<file path="src/hdl/hcas_pkg.sv">
// Package for the channel activation sequencer: register map, field layout,
// descriptor bit positions, reset values and shared types.
// Assumes a single 10 MHz clock domain and an AHB-Lite register slave.
`default_nettype none
package hcas_pkg;
  // Register byte offsets
  localparam logic [7:0] HCAS_CTRL_OFS = 8'h00;
  localparam logic [7:0] HCAS_TXHEAD_OFS = 8'h04;
  localparam logic [7:0] HCAS_RXHEAD_OFS = 8'h08;
  localparam logic [7:0] HCAS_STAT_OFS = 8'h0C;
  localparam logic [7:0] HCAS_IRQ_OFS = 8'h10;
  localparam logic [7:0] HCAS_MASK_OFS = 8'h14;
  localparam logic [7:0] HCAS_SLOT_OFS = 8'h18;
  // Control register bits
  localparam int HCAS_CTRL_TXACT = 0;
  localparam int HCAS_CTRL_RXACT = 1;
  localparam int HCAS_CTRL_TXINH = 2;
  localparam int HCAS_CTRL_RXINH = 3;
  localparam int HCAS_CTRL_POLL = 4;
  // Buffer descriptor fields
  localparam int HCAS_BD_OWNER = 31;
  localparam int HCAS_BD_EOBI = 29;
  localparam int HCAS_BD_LEN_W = 14;
  // Interrupt event bits
  localparam int HCAS_EV_SERVICE_ACK_DESCRIPTOR = 0;
  localparam int HCAS_EV_EOM = 1;
  localparam int HCAS_EV_W = 2;
  // Reset values
  localparam logic [31:0] HCAS_CTRL_RST = 32'h0000_0000;
  localparam logic [HCAS_EV_W-1:0] HCAS_MASK_RST = 2'h0;
  // Descriptor word offsets within a message descriptor
  localparam logic [31:0] HCAS_MD_DATA_OFS = 32'h0000_0004;
  localparam logic [31:0] HCAS_MD_NEXT_OFS = 32'h0000_0008;
  // Memory master request and response
  typedef struct packed {
    logic valid;
    logic write;
    logic [31:0] addr;
    logic [31:0] wdata;
  } hcas_mreq_s;
  typedef struct packed {
    logic done;
    logic [31:0] rdata;
  } hcas_mrsp_s;
endpackage
`default_nettype wire

</file>
<file path="src/hdl/hcas_top.sv">
// Channel activation sequencer for one tx and one rx channel direction.
// Walks the descriptor list in shared memory over a simple memory master
// port (bus master side of the host bridge), moves data to/from the serial
// port one word per buffer step, and writes status and acknowledge records.
// Assumes the memory port answers each request with a one-cycle done pulse.
//
// Implementation choices: the address map and the AHB-Lite register port.
`default_nettype none
module hcas_top
  import hcas_pkg::*;
(
  input wire logic REF_CLK_I,
  input wire logic RST_N_I,
  // AHB-Lite register slave
  input wire logic HSEL_I,
  input wire logic [31:0] HADDR_I,
  input wire logic [1:0] HTRANS_I,
  input wire logic HWRITE_I,
  input wire logic [2:0] HSIZE_I,
  input wire logic [31:0] HWDATA_I,
  input wire logic HREADY_I,
  output logic [31:0] HRDATA_O,
  output logic HREADYOUT_O,
  output logic HRESP_O,
  output logic IRQ_O,
  // Shared memory master port
  output hcas_mreq_s MREQ_O,
  input wire hcas_mrsp_s MRSP_I,
  // Serial port
  input wire logic TX_SERIAL_CLOCK_I,
  input wire logic TX_FRAME_SYNC_I,
  output logic TX_SERIAL_DATA_O,
  input wire logic RX_SERIAL_CLOCK_I,
  input wire logic RX_FRAME_SYNC_I,
  input wire logic RX_SERIAL_DATA_I,
  input wire logic RX_OUT_OF_FRAME_I
);
  typedef enum {
    S_IDLE, S_HEAD, S_DESC, S_OWN, S_SLOT, S_DATA, S_SHIFT, S_STAT, S_INTR, S_NEXT, S_ACK
  } hcas_state_e;

  logic bus_wr;
  logic bus_rd;
  logic [7:0] bus_addr;
  logic [31:0] ctrl_reg;
  logic [31:0] txhead_reg;
  logic [31:0] rxhead_reg;
  logic [31:0] slot_reg;
  logic [HCAS_EV_W-1:0] irq_reg;
  logic [HCAS_EV_W-1:0] mask_reg;
  logic [HCAS_EV_W-1:0] ev_set;
  hcas_state_e state_reg;
  logic dir_rx_reg;
  logic ack_pend_reg;
  logic [31:0] desc_addr_reg;
  logic [31:0] bd_reg;
  logic [31:0] buf_ptr_reg;
  logic [HCAS_BD_LEN_W-1:0] left_reg;
  logic [31:0] shift_reg;
  logic [4:0] bit_cnt_reg;
  hcas_mreq_s mreq_reg;
  logic map_we;
  logic [2:0] map_waddr;
  logic [31:0] map_rdata;
  logic [2:0] tx_serial_clock_s;
  logic [2:0] rclk_s;
  logic [1:0] rx_serial_data_s;
  logic [1:0] rx_frame_sync_s;
  logic [1:0] rx_out_of_frame_s;
  logic tx_serial_clock_rise;
  logic rclk_rise;
  logic act_tx;
  logic act_rx;
  logic owned;
  logic inhibit;
  logic [31:0] rd_val;

  hcas_ahb_slave u_slave (
    .clk_i(REF_CLK_I),
    .rst_n_i(RST_N_I),
    .hsel_i(HSEL_I),
    .haddr_i(HADDR_I),
    .htrans_i(HTRANS_I),
    .hwrite_i(HWRITE_I),
    .hready_i(HREADY_I),
    .wr_o(bus_wr),
    .rd_o(bus_rd),
    .addr_o(bus_addr)
  );

  hcas_chan_map #(.DEPTH(8), .AW(3)) u_map (
    .clk_i(REF_CLK_I),
    .rst_n_i(RST_N_I),
    .we_i(map_we),
    .waddr_i(map_waddr),
    .wdata_i(MRSP_I.rdata),
    .raddr_i({dir_rx_reg, 2'h0}),
    .rdata_o(map_rdata)
  );

  // Ownership sense differs per direction
  function automatic logic own_of(input logic rx, input logic [31:0] bd);
    own_of = rx ? !bd[HCAS_BD_OWNER] : bd[HCAS_BD_OWNER];
  endfunction

  assign owned = own_of(dir_rx_reg, bd_reg);
  assign inhibit = dir_rx_reg ? ctrl_reg[HCAS_CTRL_RXINH] : ctrl_reg[HCAS_CTRL_TXINH];
  assign act_tx = bus_wr && bus_addr == HCAS_CTRL_OFS && HWDATA_I[HCAS_CTRL_TXACT];
  assign act_rx = bus_wr && bus_addr == HCAS_CTRL_OFS && HWDATA_I[HCAS_CTRL_RXACT];

  // Map slots: 0 head, 1 descriptor per direction (dir in bit 2)
  assign map_we = MRSP_I.done && (state_reg == S_HEAD || state_reg == S_DESC);
  assign map_waddr = {dir_rx_reg, 1'b0, state_reg == S_DESC};

  // Serial input synchronisers
  always_ff @(posedge REF_CLK_I or negedge RST_N_I)
  begin
    if (!RST_N_I)
    begin
      tx_serial_clock_s <= 3'h0;
      rclk_s <= 3'h0;
      rx_serial_data_s <= 2'h0;
      rx_frame_sync_s <= 2'h0;
      rx_out_of_frame_s <= 2'h0;
    end
    else
    begin
      tx_serial_clock_s <= {tx_serial_clock_s[1:0], TX_SERIAL_CLOCK_I};
      rclk_s <= {rclk_s[1:0], RX_SERIAL_CLOCK_I};
      rx_serial_data_s <= {rx_serial_data_s[0], RX_SERIAL_DATA_I};
      rx_frame_sync_s <= {rx_frame_sync_s[0], RX_FRAME_SYNC_I};
      rx_out_of_frame_s <= {rx_out_of_frame_s[0], RX_OUT_OF_FRAME_I};
    end
  end

  assign tx_serial_clock_rise = tx_serial_clock_s[1] && !tx_serial_clock_s[2];
  assign rclk_rise = rclk_s[1] && !rclk_s[2];

  // Control, head pointer and interrupt mask registers
  always_ff @(posedge REF_CLK_I or negedge RST_N_I)
  begin
    if (!RST_N_I)
    begin
      ctrl_reg <= HCAS_CTRL_RST;
      txhead_reg <= 32'h0000_0000;
      rxhead_reg <= 32'h0000_0000;
      mask_reg <= HCAS_MASK_RST;
    end
    else if (bus_wr)
    begin
      case (bus_addr)
        HCAS_CTRL_OFS: ctrl_reg <= {27'h0, HWDATA_I[4:2], 2'h0};
        HCAS_TXHEAD_OFS: txhead_reg <= HWDATA_I;
        HCAS_RXHEAD_OFS: rxhead_reg <= HWDATA_I;
        HCAS_MASK_OFS: mask_reg <= HWDATA_I[HCAS_EV_W-1:0];
        default: ;
      endcase
    end
  end

  // Sticky events, write one to clear; a new event wins over the clear
  assign ev_set[HCAS_EV_SERVICE_ACK_DESCRIPTOR] = state_reg == S_ACK && MRSP_I.done;
  assign ev_set[HCAS_EV_EOM] = state_reg == S_STAT
    && (mreq_reg.valid ? MRSP_I.done : inhibit);
  always_ff @(posedge REF_CLK_I or negedge RST_N_I)
  begin
    if (!RST_N_I)
      irq_reg <= '0;
    else if (bus_wr && bus_addr == HCAS_IRQ_OFS)
      irq_reg <= (irq_reg & ~HWDATA_I[HCAS_EV_W-1:0]) | ev_set;
    else
      irq_reg <= irq_reg | ev_set;
  end
  assign IRQ_O = |(irq_reg & mask_reg);

  // Read mux, combinational from the latched address in the data phase
  always_comb
  begin
    rd_val = 32'h0000_0000;
    case (bus_addr)
      HCAS_CTRL_OFS: rd_val = ctrl_reg;
      HCAS_TXHEAD_OFS: rd_val = txhead_reg;
      HCAS_RXHEAD_OFS: rd_val = rxhead_reg;
      HCAS_STAT_OFS: rd_val = {24'h0, dir_rx_reg, ack_pend_reg, 2'h0, 4'(state_reg)};
      HCAS_IRQ_OFS: rd_val = {30'h0, irq_reg};
      HCAS_MASK_OFS: rd_val = {30'h0, mask_reg};
      HCAS_SLOT_OFS: rd_val = slot_reg;
      default: rd_val = 32'h0000_0000;
    endcase
  end
  assign HRDATA_O = bus_rd ? rd_val : 32'h0000_0000;
  assign HREADYOUT_O = 1'b1;
  assign HRESP_O = 1'b0;

  // List walking sequencer
  always_ff @(posedge REF_CLK_I or negedge RST_N_I)
  begin
    if (!RST_N_I)
    begin
      state_reg <= S_IDLE;
      dir_rx_reg <= 1'b0;
      ack_pend_reg <= 1'b0;
      desc_addr_reg <= 32'h0000_0000;
      bd_reg <= 32'h0000_0000;
      buf_ptr_reg <= 32'h0000_0000;
      left_reg <= '0;
      slot_reg <= 32'h0000_0000;
      shift_reg <= 32'h0000_0000;
      bit_cnt_reg <= 5'h00;
      mreq_reg <= '0;
    end
    else if (act_tx || act_rx)
    begin
      // Activation restarts the walk at the head pointer
      dir_rx_reg <= act_rx && !act_tx;
      ack_pend_reg <= 1'b1;
      mreq_reg <= '{1'b1, 1'b0, act_tx ? txhead_reg : rxhead_reg, 32'h0};
      state_reg <= S_HEAD;
    end
    else
    begin
      case (state_reg)
        S_IDLE: mreq_reg.valid <= 1'b0;
        S_HEAD:
          if (MRSP_I.done)
          begin
            desc_addr_reg <= MRSP_I.rdata;
            mreq_reg <= '{1'b1, 1'b0, MRSP_I.rdata, 32'h0};
            state_reg <= S_DESC;
          end
        S_DESC:
          if (MRSP_I.done)
          begin
            bd_reg <= MRSP_I.rdata;
            mreq_reg.valid <= 1'b0;
            state_reg <= ack_pend_reg ? S_ACK : S_OWN;
          end
        S_ACK:
          if (!mreq_reg.valid)
            mreq_reg <= '{1'b1, 1'b1, slot_reg, {31'h0, dir_rx_reg}};
          else if (MRSP_I.done)
          begin
            ack_pend_reg <= 1'b0;
            mreq_reg.valid <= 1'b0;
            state_reg <= S_OWN;
          end
        S_OWN:
          if (owned)
          begin
            buf_ptr_reg <= desc_addr_reg + HCAS_MD_DATA_OFS;
            left_reg <= bd_reg[HCAS_BD_LEN_W-1:0];
            state_reg <= S_SLOT;
          end
          else if (ctrl_reg[HCAS_CTRL_POLL])
          begin
            mreq_reg <= '{1'b1, 1'b0, desc_addr_reg, 32'h0};
            state_reg <= S_DESC;
          end
        S_SLOT:
        begin
          // Inhibit 0 keeps descriptor address, 1 prefetches next pointer
          slot_reg <= inhibit ? desc_addr_reg + HCAS_MD_NEXT_OFS : desc_addr_reg;
          // Only tx fetches here; rx writes once a whole word is gathered
          mreq_reg <= '{!dir_rx_reg, 1'b0, buf_ptr_reg, 32'h0};
          bit_cnt_reg <= 5'h00;
          state_reg <= dir_rx_reg ? S_SHIFT : S_DATA;
        end
        S_DATA:
          if (MRSP_I.done)
          begin
            mreq_reg.valid <= 1'b0;
            if (!dir_rx_reg)
              shift_reg <= MRSP_I.rdata;
            bit_cnt_reg <= 5'h00;
            // Tx always shifts the fetched word out; rx ends after its last write
            state_reg <= (dir_rx_reg && left_reg <= 14'h4) ? S_STAT : S_SHIFT;
            left_reg <= (left_reg <= 14'h4) ? '0 : left_reg - 14'h4;
            buf_ptr_reg <= buf_ptr_reg + 32'h0000_0004;
          end
        S_SHIFT:
          if ((dir_rx_reg ? rclk_rise && rx_frame_sync_s[1] && !rx_out_of_frame_s[1] : tx_serial_clock_rise))
          begin
            if (dir_rx_reg)
              shift_reg <= {shift_reg[30:0], rx_serial_data_s[1]};
            else
              shift_reg <= {shift_reg[30:0], 1'b1};
            bit_cnt_reg <= bit_cnt_reg + 5'h01;
            if (bit_cnt_reg == 5'h1F)
            begin
              if (!dir_rx_reg && left_reg == '0)
                state_reg <= S_STAT;
              else
              begin
                mreq_reg <= '{1'b1, dir_rx_reg, buf_ptr_reg, {shift_reg[30:0], rx_serial_data_s[1]}};
                state_reg <= S_DATA;
              end
            end
          end
        S_STAT:
          if (!mreq_reg.valid)
          begin
            if (inhibit)
              state_reg <= S_INTR;
            else
              mreq_reg <= '{1'b1, 1'b1, desc_addr_reg, {1'b0, bd_reg[30:0]}};
          end
          else if (MRSP_I.done)
          begin
            mreq_reg.valid <= 1'b0;
            state_reg <= S_INTR;
          end
        S_INTR:
        begin
          // Interrupt descriptor only when the buffer asks for it
          if (!mreq_reg.valid && bd_reg[HCAS_BD_EOBI])
            mreq_reg <= '{1'b1, 1'b1, slot_reg, 32'h0000_0002};
          else if (!mreq_reg.valid || MRSP_I.done)
          begin
            mreq_reg <= '{1'b1, 1'b0, inhibit ? slot_reg : desc_addr_reg + HCAS_MD_NEXT_OFS,
                          32'h0};
            state_reg <= S_NEXT;
          end
        end
        S_NEXT:
          if (MRSP_I.done)
          begin
            desc_addr_reg <= MRSP_I.rdata;
            mreq_reg <= '{1'b1, 1'b0, MRSP_I.rdata, 32'h0};
            state_reg <= S_DESC;
          end
        default: state_reg <= S_IDLE;
      endcase
    end
  end

  assign MREQ_O = mreq_reg;
  assign TX_SERIAL_DATA_O = shift_reg[31];

  // Head pointer fetched before descriptor after activation
  a_head_first: assert property (@(posedge REF_CLK_I) disable iff (!RST_N_I)
    (act_tx || act_rx) |=> state_reg == S_HEAD) else $error("head not first");
  a_map_head: assert property (@(posedge REF_CLK_I) disable iff (!RST_N_I)
    (state_reg == S_HEAD && MRSP_I.done && !act_tx && !act_rx) |=> state_reg == S_DESC)
    else $error("descriptor not after head");
  a_ack_event: assert property (@(posedge REF_CLK_I) disable iff (!RST_N_I)
    (state_reg == S_ACK && MRSP_I.done) |=> irq_reg[HCAS_EV_SERVICE_ACK_DESCRIPTOR]) else $error("ack lost");
  a_tx_owner: assert property (@(posedge REF_CLK_I) disable iff (!RST_N_I)
    (state_reg == S_OWN && !dir_rx_reg && !bd_reg[HCAS_BD_OWNER] && !act_tx && !act_rx
     && !ctrl_reg[HCAS_CTRL_POLL]) |=> state_reg == S_OWN) else $error("tx not owned");
  a_rx_owner: assert property (@(posedge REF_CLK_I) disable iff (!RST_N_I)
    (state_reg == S_OWN && dir_rx_reg && !bd_reg[HCAS_BD_OWNER] && !act_tx && !act_rx)
    |=> state_reg == S_SLOT) else $error("rx owned not taken");
  a_slot_keep: assert property (@(posedge REF_CLK_I) disable iff (!RST_N_I)
    (state_reg == S_SLOT && !inhibit && !act_tx && !act_rx) |=> slot_reg == $past(desc_addr_reg))
    else $error("slot wrong");
  a_slot_next: assert property (@(posedge REF_CLK_I) disable iff (!RST_N_I)
    (state_reg == S_SLOT && inhibit && !act_tx && !act_rx)
    |=> slot_reg == $past(desc_addr_reg) + HCAS_MD_NEXT_OFS) else $error("prefetch wrong");
  a_eom_event: assert property (@(posedge REF_CLK_I) disable iff (!RST_N_I)
    (state_reg == S_STAT && MRSP_I.done) |=> irq_reg[HCAS_EV_EOM]) else $error("eom lost");
  a_loop_back: assert property (@(posedge REF_CLK_I) disable iff (!RST_N_I)
    (state_reg == S_NEXT && MRSP_I.done && !act_tx && !act_rx) |=> state_reg == S_DESC)
    else $error("list not followed");
endmodule
`default_nettype wire

</file>
<file path="src/hdl/hcas_ahb_slave.sv">
// AHB-Lite slave front end: latches the address phase and presents a
// one-cycle register access strobe in the data phase. Zero wait states.
// Assumes single word transfers; response always OKAY.
`default_nettype none
module hcas_ahb_slave
  import hcas_pkg::*;
(
  input wire logic clk_i,
  input wire logic rst_n_i,
  input wire logic hsel_i,
  input wire logic [31:0] haddr_i,
  input wire logic [1:0] htrans_i,
  input wire logic hwrite_i,
  input wire logic hready_i,
  output logic wr_o,
  output logic rd_o,
  output logic [7:0] addr_o
);
  logic wr_reg;
  logic rd_reg;
  logic [7:0] addr_reg;
  logic take;

  // Accept NONSEQ or SEQ when the bus is ready
  assign take = hsel_i && htrans_i[1] && hready_i;

  // Latch address phase for the following data phase
  always_ff @(posedge clk_i or negedge rst_n_i)
  begin
    if (!rst_n_i)
    begin
      wr_reg <= 1'b0;
      rd_reg <= 1'b0;
      addr_reg <= 8'h00;
    end
    else
    begin
      wr_reg <= take && hwrite_i;
      rd_reg <= take && !hwrite_i;
      if (take)
        addr_reg <= haddr_i[7:0];
    end
  end

  assign wr_o = wr_reg;
  assign rd_o = rd_reg;
  assign addr_o = addr_reg;
endmodule
`default_nettype wire

</file>
<file path="src/hdl/hcas_chan_map.sv">
// Internal channel descriptor map: small register memory holding head
// pointer and descriptor per direction.
// Read data leave a register one cycle after the address.
`default_nettype none
module hcas_chan_map
  import hcas_pkg::*;
#(
  parameter int DEPTH = 8,
  parameter int AW = 3
)
(
  input wire logic clk_i,
  input wire logic rst_n_i,
  input wire logic we_i,
  input wire logic [AW-1:0] waddr_i,
  input wire logic [31:0] wdata_i,
  input wire logic [AW-1:0] raddr_i,
  output logic [31:0] rdata_o
);
  logic [31:0] mem_reg [DEPTH];
  logic [31:0] rdata_reg;

  // Write port and registered read port
  always_ff @(posedge clk_i or negedge rst_n_i)
  begin
    if (!rst_n_i)
    begin
      rdata_reg <= 32'h0000_0000;
      for (int i = 0; i < DEPTH; i++)
        mem_reg[i] <= 32'h0000_0000;
    end
    else
    begin
      if (we_i)
        mem_reg[waddr_i] <= wdata_i;
      rdata_reg <= mem_reg[raddr_i];
    end
  end

  assign rdata_o = rdata_reg;
endmodule
`default_nettype wire

</file>
<file path="config.mk">
export PLATFORM = sky130hd
export DESIGN_NAME = hcas_top
export DESIGN_NICKNAME = d
export VERILOG_FILES = /design/src/hdl/hcas_pkg.sv /design/src/hdl/hcas_top.sv /design/src/hdl/hcas_ahb_slave.sv /design/src/hdl/hcas_chan_map.sv
export SDC_FILE = /design/constraint.sdc
export NUM_CORES = 1
export LEC_CHECK = 0
export ABC_CLOCK_PERIOD_IN_PS = 5900
export BUFFER_PORTS_ARGS = -buffer_cell sky130_fd_sc_hd__buf_2
export CORE_MARGIN = 1.5
export CORE_UTILIZATION = 40
export CTS_BUF_LIST = sky130_fd_sc_hd__clkbuf_8
export DETAILED_ROUTE_END_ITERATION = 10
export HOLD_SLACK_MARGIN = 0.15
export PLACE_DENSITY = 0.64
export SLEW_MARGIN = 20
export SYNTH_ARGS = -nofsm -noshare
export SYNTH_HDL_FRONTEND = slang
export SYNTH_SLANG_ARGS = --single-unit
</file>
<file path="constraint.sdc">
create_clock -name REF_CLK_I -period 5.9 [get_ports REF_CLK_I]
set_input_delay 1.18 -clock REF_CLK_I [delete_from_list [all_inputs] [get_ports REF_CLK_I]]
set_output_delay 1.18 -clock REF_CLK_I [all_outputs]
set_load 0.03 [all_outputs]
</file>
==> results.txt <==
CP startpoint kind: register
Max Cap Viol: 0
P per Cell Area: 545 mW/mm^2
Outcome: finished, final reports clean
I/O Buffers: 183
Layout Cells excl Fill: 2787
Seq/Total Area, Yosys: 45.7%
Yosys cell types: 87
Crit Path Category: reg -> out
GP Congestion: 0.914
Drt drc: 0
Switch share: 44.8%
Placed cell count: 2673
Crit Path Max Fanout: 18
Sink Count: 344
Longest Clk Path Bufs: 3
Num ports: 215
Reg2reg end: MREQ_O[50]
Synth cell count leaders: dfrtp_1, nand2_1, nor2_1
Ys Warns: 0
NetSw: 5.25 mW
Area of the multi-input gates: 0.00949 sq mm
Final core occ: 46.3%
CTS resizes: 0
Req. time, crit path: 4.72 ns
RSZ-0062 raised after global routing: no
Ys async rst share: 100%
Post-Syn Nets: 2137
Die height: 220 microns
Reg2reg setup slack: 1.78 ns
VDD IR max: 260 uV
Largest net degree at the start of global routing: 134
Main combinational cell family by area after synthesis: compound AO/OA/AOI/OAI gates
Worst EP arrival: 3.60 ns
Post-Place Worst Slack: 1.87 ns
Share of cells above drive strength 1: 22.2%
Pint: 6.48 mW
Total CTS buffers: 61
Hold buffer count at cts: 0
Drt via density: 6.05
Final WS setup: 1.12 ns
HP Start: rx_frame_sync_s[0]
Logic gate share of total power: 43.6%
Leakage power: 9.17 nW
Post-Synth Adder-Cell Area: 0.531%
Most common cell in the netlist: dfrtp_1
Row cnt: 79
Max-slew violation count: 0
# nets final: 2251
Final min period: 4.78 ns
Syn Area/Cell: 9.34 sq um
FMAX: 209 MHz
Reg clk slew, reported paths: 0.06 ns
Top cell type's share of synthesized area: 45.7%
Top_reg_cell synth: dfrtp_1
Initial core utilization: 40.5%
FF-to-FF Start: state_reg[3]
DRT Wirelength: 60700 microns
Root buf cell: clkbuf_8
TritonRoute pass-1 iters: 8
Setup violators final: 0
Final period util: 81.1%
Slowest stage delay, CP: 0.92 ns
Global-route wire length before repair: 93900 microns
Clk pwr share: 20.2%
Headroom to the max-slew limit: 23.4%
Die area: 0.0484 sq mm
Number of synthesized flops with an enable pin: 0
Clk Latency, worst-skew pair: 0.68 ns
Synth Area in Simple Gates: 16.7%
Ordered list of cells on the worst path: nor2b_1 -> and3_1 -> buf_4 -> a222oi_1 -> nor2_1 -> buf_2
ANT nets after route: 0
Die W: 220 microns
Initial antenna violation count: 1
Xor/xnor cell area share of the yosys netlist: 1.86%
Max stage delay cell, worst path: and3_1
Min-Delay Endpoint: rx_frame_sync_s[1]
Synthesized area: 0.0188 sq mm
Core box area: 0.0466 sq mm
Post-synthesis mux area share: 10.5%
Post-DP Area: 0.0202 sq mm
Average wire per standard cell: 21.8 microns
CP Capture Type: output port
Post-CTS setup buffers: 0
Worst-margin pin slew: 1.14 ns
Reg power frac: 36.2%
Vias in the first global route: 16.8k
Fillers: 4482
FF/Latch Area: 0.00861 sq mm
Area Growth Syn to Fin: 14.4%
GR Overflow Total: 0
R2R depth: 9
DP HPWL: 42000 microns
WHS Path Cells: 0
Class of the worst hold path: reg -> reg
TritonCTS clock tree: yes
Clock Skews: 0.0355 ns
H-tree depth: 2
Compound-gate portion of the synthesized area: 20.5%
Top post-synthesis cells by area: dfrtp_1, mux2_2, nand2_1
#FFs+latches synth: 344
DR vias: 16.8k
Cell taking the most area after synthesis: dfrtp_1
Initial DRC Count: 1712
Syn Inst Count: 2016
Largest register FFs: 66
Fin area: 0.0215 sq mm
Final hold violations: 0
Final setup TNS: 0 ns
Total GRT Usage: 24.9%
==> per-stage QoR <==
step,power [mW],hold slack (ns)
final,11.7,0.348
after global routing,12.5,0.357
after CTS,11.8,0.351
after detailed placement,9.36,0.338
after global placement,9.22,0.332
after floorplan,7.70,0.331
==> area by class of cell <==
cell class / count / area share (%)
Antenna cell: 1 / 0.0116
Clock buffer: 86 / 5.49
Tap cell: 607 / 3.53
Timing Repair Buffer: 226 / 6.01
Multi-Input combinational cell: 1480 / 44.1
Clock inverter: 26 / 0.639
Inverter: 17 / 0.296
Sequential cell: 344 / 40.0
==> power groups by stage <==
stage | logic [mW] | clock network, mW | registers (mW)
5_1_grt | 5.61 | 2.53 | 4.37
4_1_cts | 5.11 | 2.42 | 4.23
3_3_place_gp | 4.99 | 0 | 4.23
6_report | 5.12 | 2.37 | 4.25
2_1_floorplan | 3.49 | 0 | 4.20
3_5_place_dp | 5.09 | 0 | 4.27
==> cells by family (layout without fill, tap and decap cells) <==
kind of cell / count (synthesis) / after routing
other cells: 2 / 3
fa+ha+maj: 8 / 8
mux: 175 / 175
xor+xnor: 40 / 40
compound gates: 572 / 572
flops: 344 / 344
simple gates: 683 / 683
buf+inv: 192 / 355
==> metal layers <==
metal	routed length [microns]	GRT usage, %	vias to the layer above
li1	-	-	7660
met2	29900	42.0	631
met1	24900	31.2	8400
met4	2580	11.5	2
met3	3290	3.95	155
met5	7	0	-
==> layout by cell type, fill, tap and decap left out, types with 11 or more instances in the layout <==
master       n
dfrtp_1    344
nand2_1    252
nor2_1     190
buf_2      182
mux2_2     134
o21ai_0    119
a21oi_1    105
clkbuf_8    86
nand3_1     72
a31oi_1     54
a222oi_1    45
o31ai_1     42
buf_4       40
inv_1       33
nor3_1      33
a21boi_0    32
o211ai_1    30
xnor2_1     27
nand4_1     25
and3_1      24
a22oi_1     19
mux2i_1     19
mux2_1      19
nor4_1      17
o21ai_1     14
a22o_1      13
a2bb2oi_1   13
xor2_1      13
a211oi_1    11
nand2b_1    11
a221oi_1    11
==> worst max path at each step <==
| stage | startpoint | to | slack (ns) | depth (start not counted) |
|---|---|---|---|---|
| 2_1_floorplan | u_slave.addr_o[1] | HRDATA_O[26] | 2.40 | 8 |
| 3_3_place_gp | state_reg[3] | MREQ_O[50] | 1.92 | 9 |
| 3_5_place_dp | u_slave.addr_o[3] | HRDATA_O[17] | 1.87 | 6 |
| 4_1_cts | u_slave.addr_o[3] | HRDATA_O[17] | 1.13 | 6 |
| 5_1_grt | u_slave.addr_o[3] | HRDATA_O[6] | 0.92 | 6 |
| 6_report | u_slave.addr_o[3] | HRDATA_O[17] | 1.12 | 6 |
==> critical path, delay by kind of cell (launching register included) <==
family,cells,cell delay [ns]
AO/OA/AOI/OAI,1,0.10
flip-flops,1,0.72
buffers and inverters,2,0.58
AND/OR/NAND/NOR,3,1.50
Note: power is estimated with default switching activity, not from simulation.
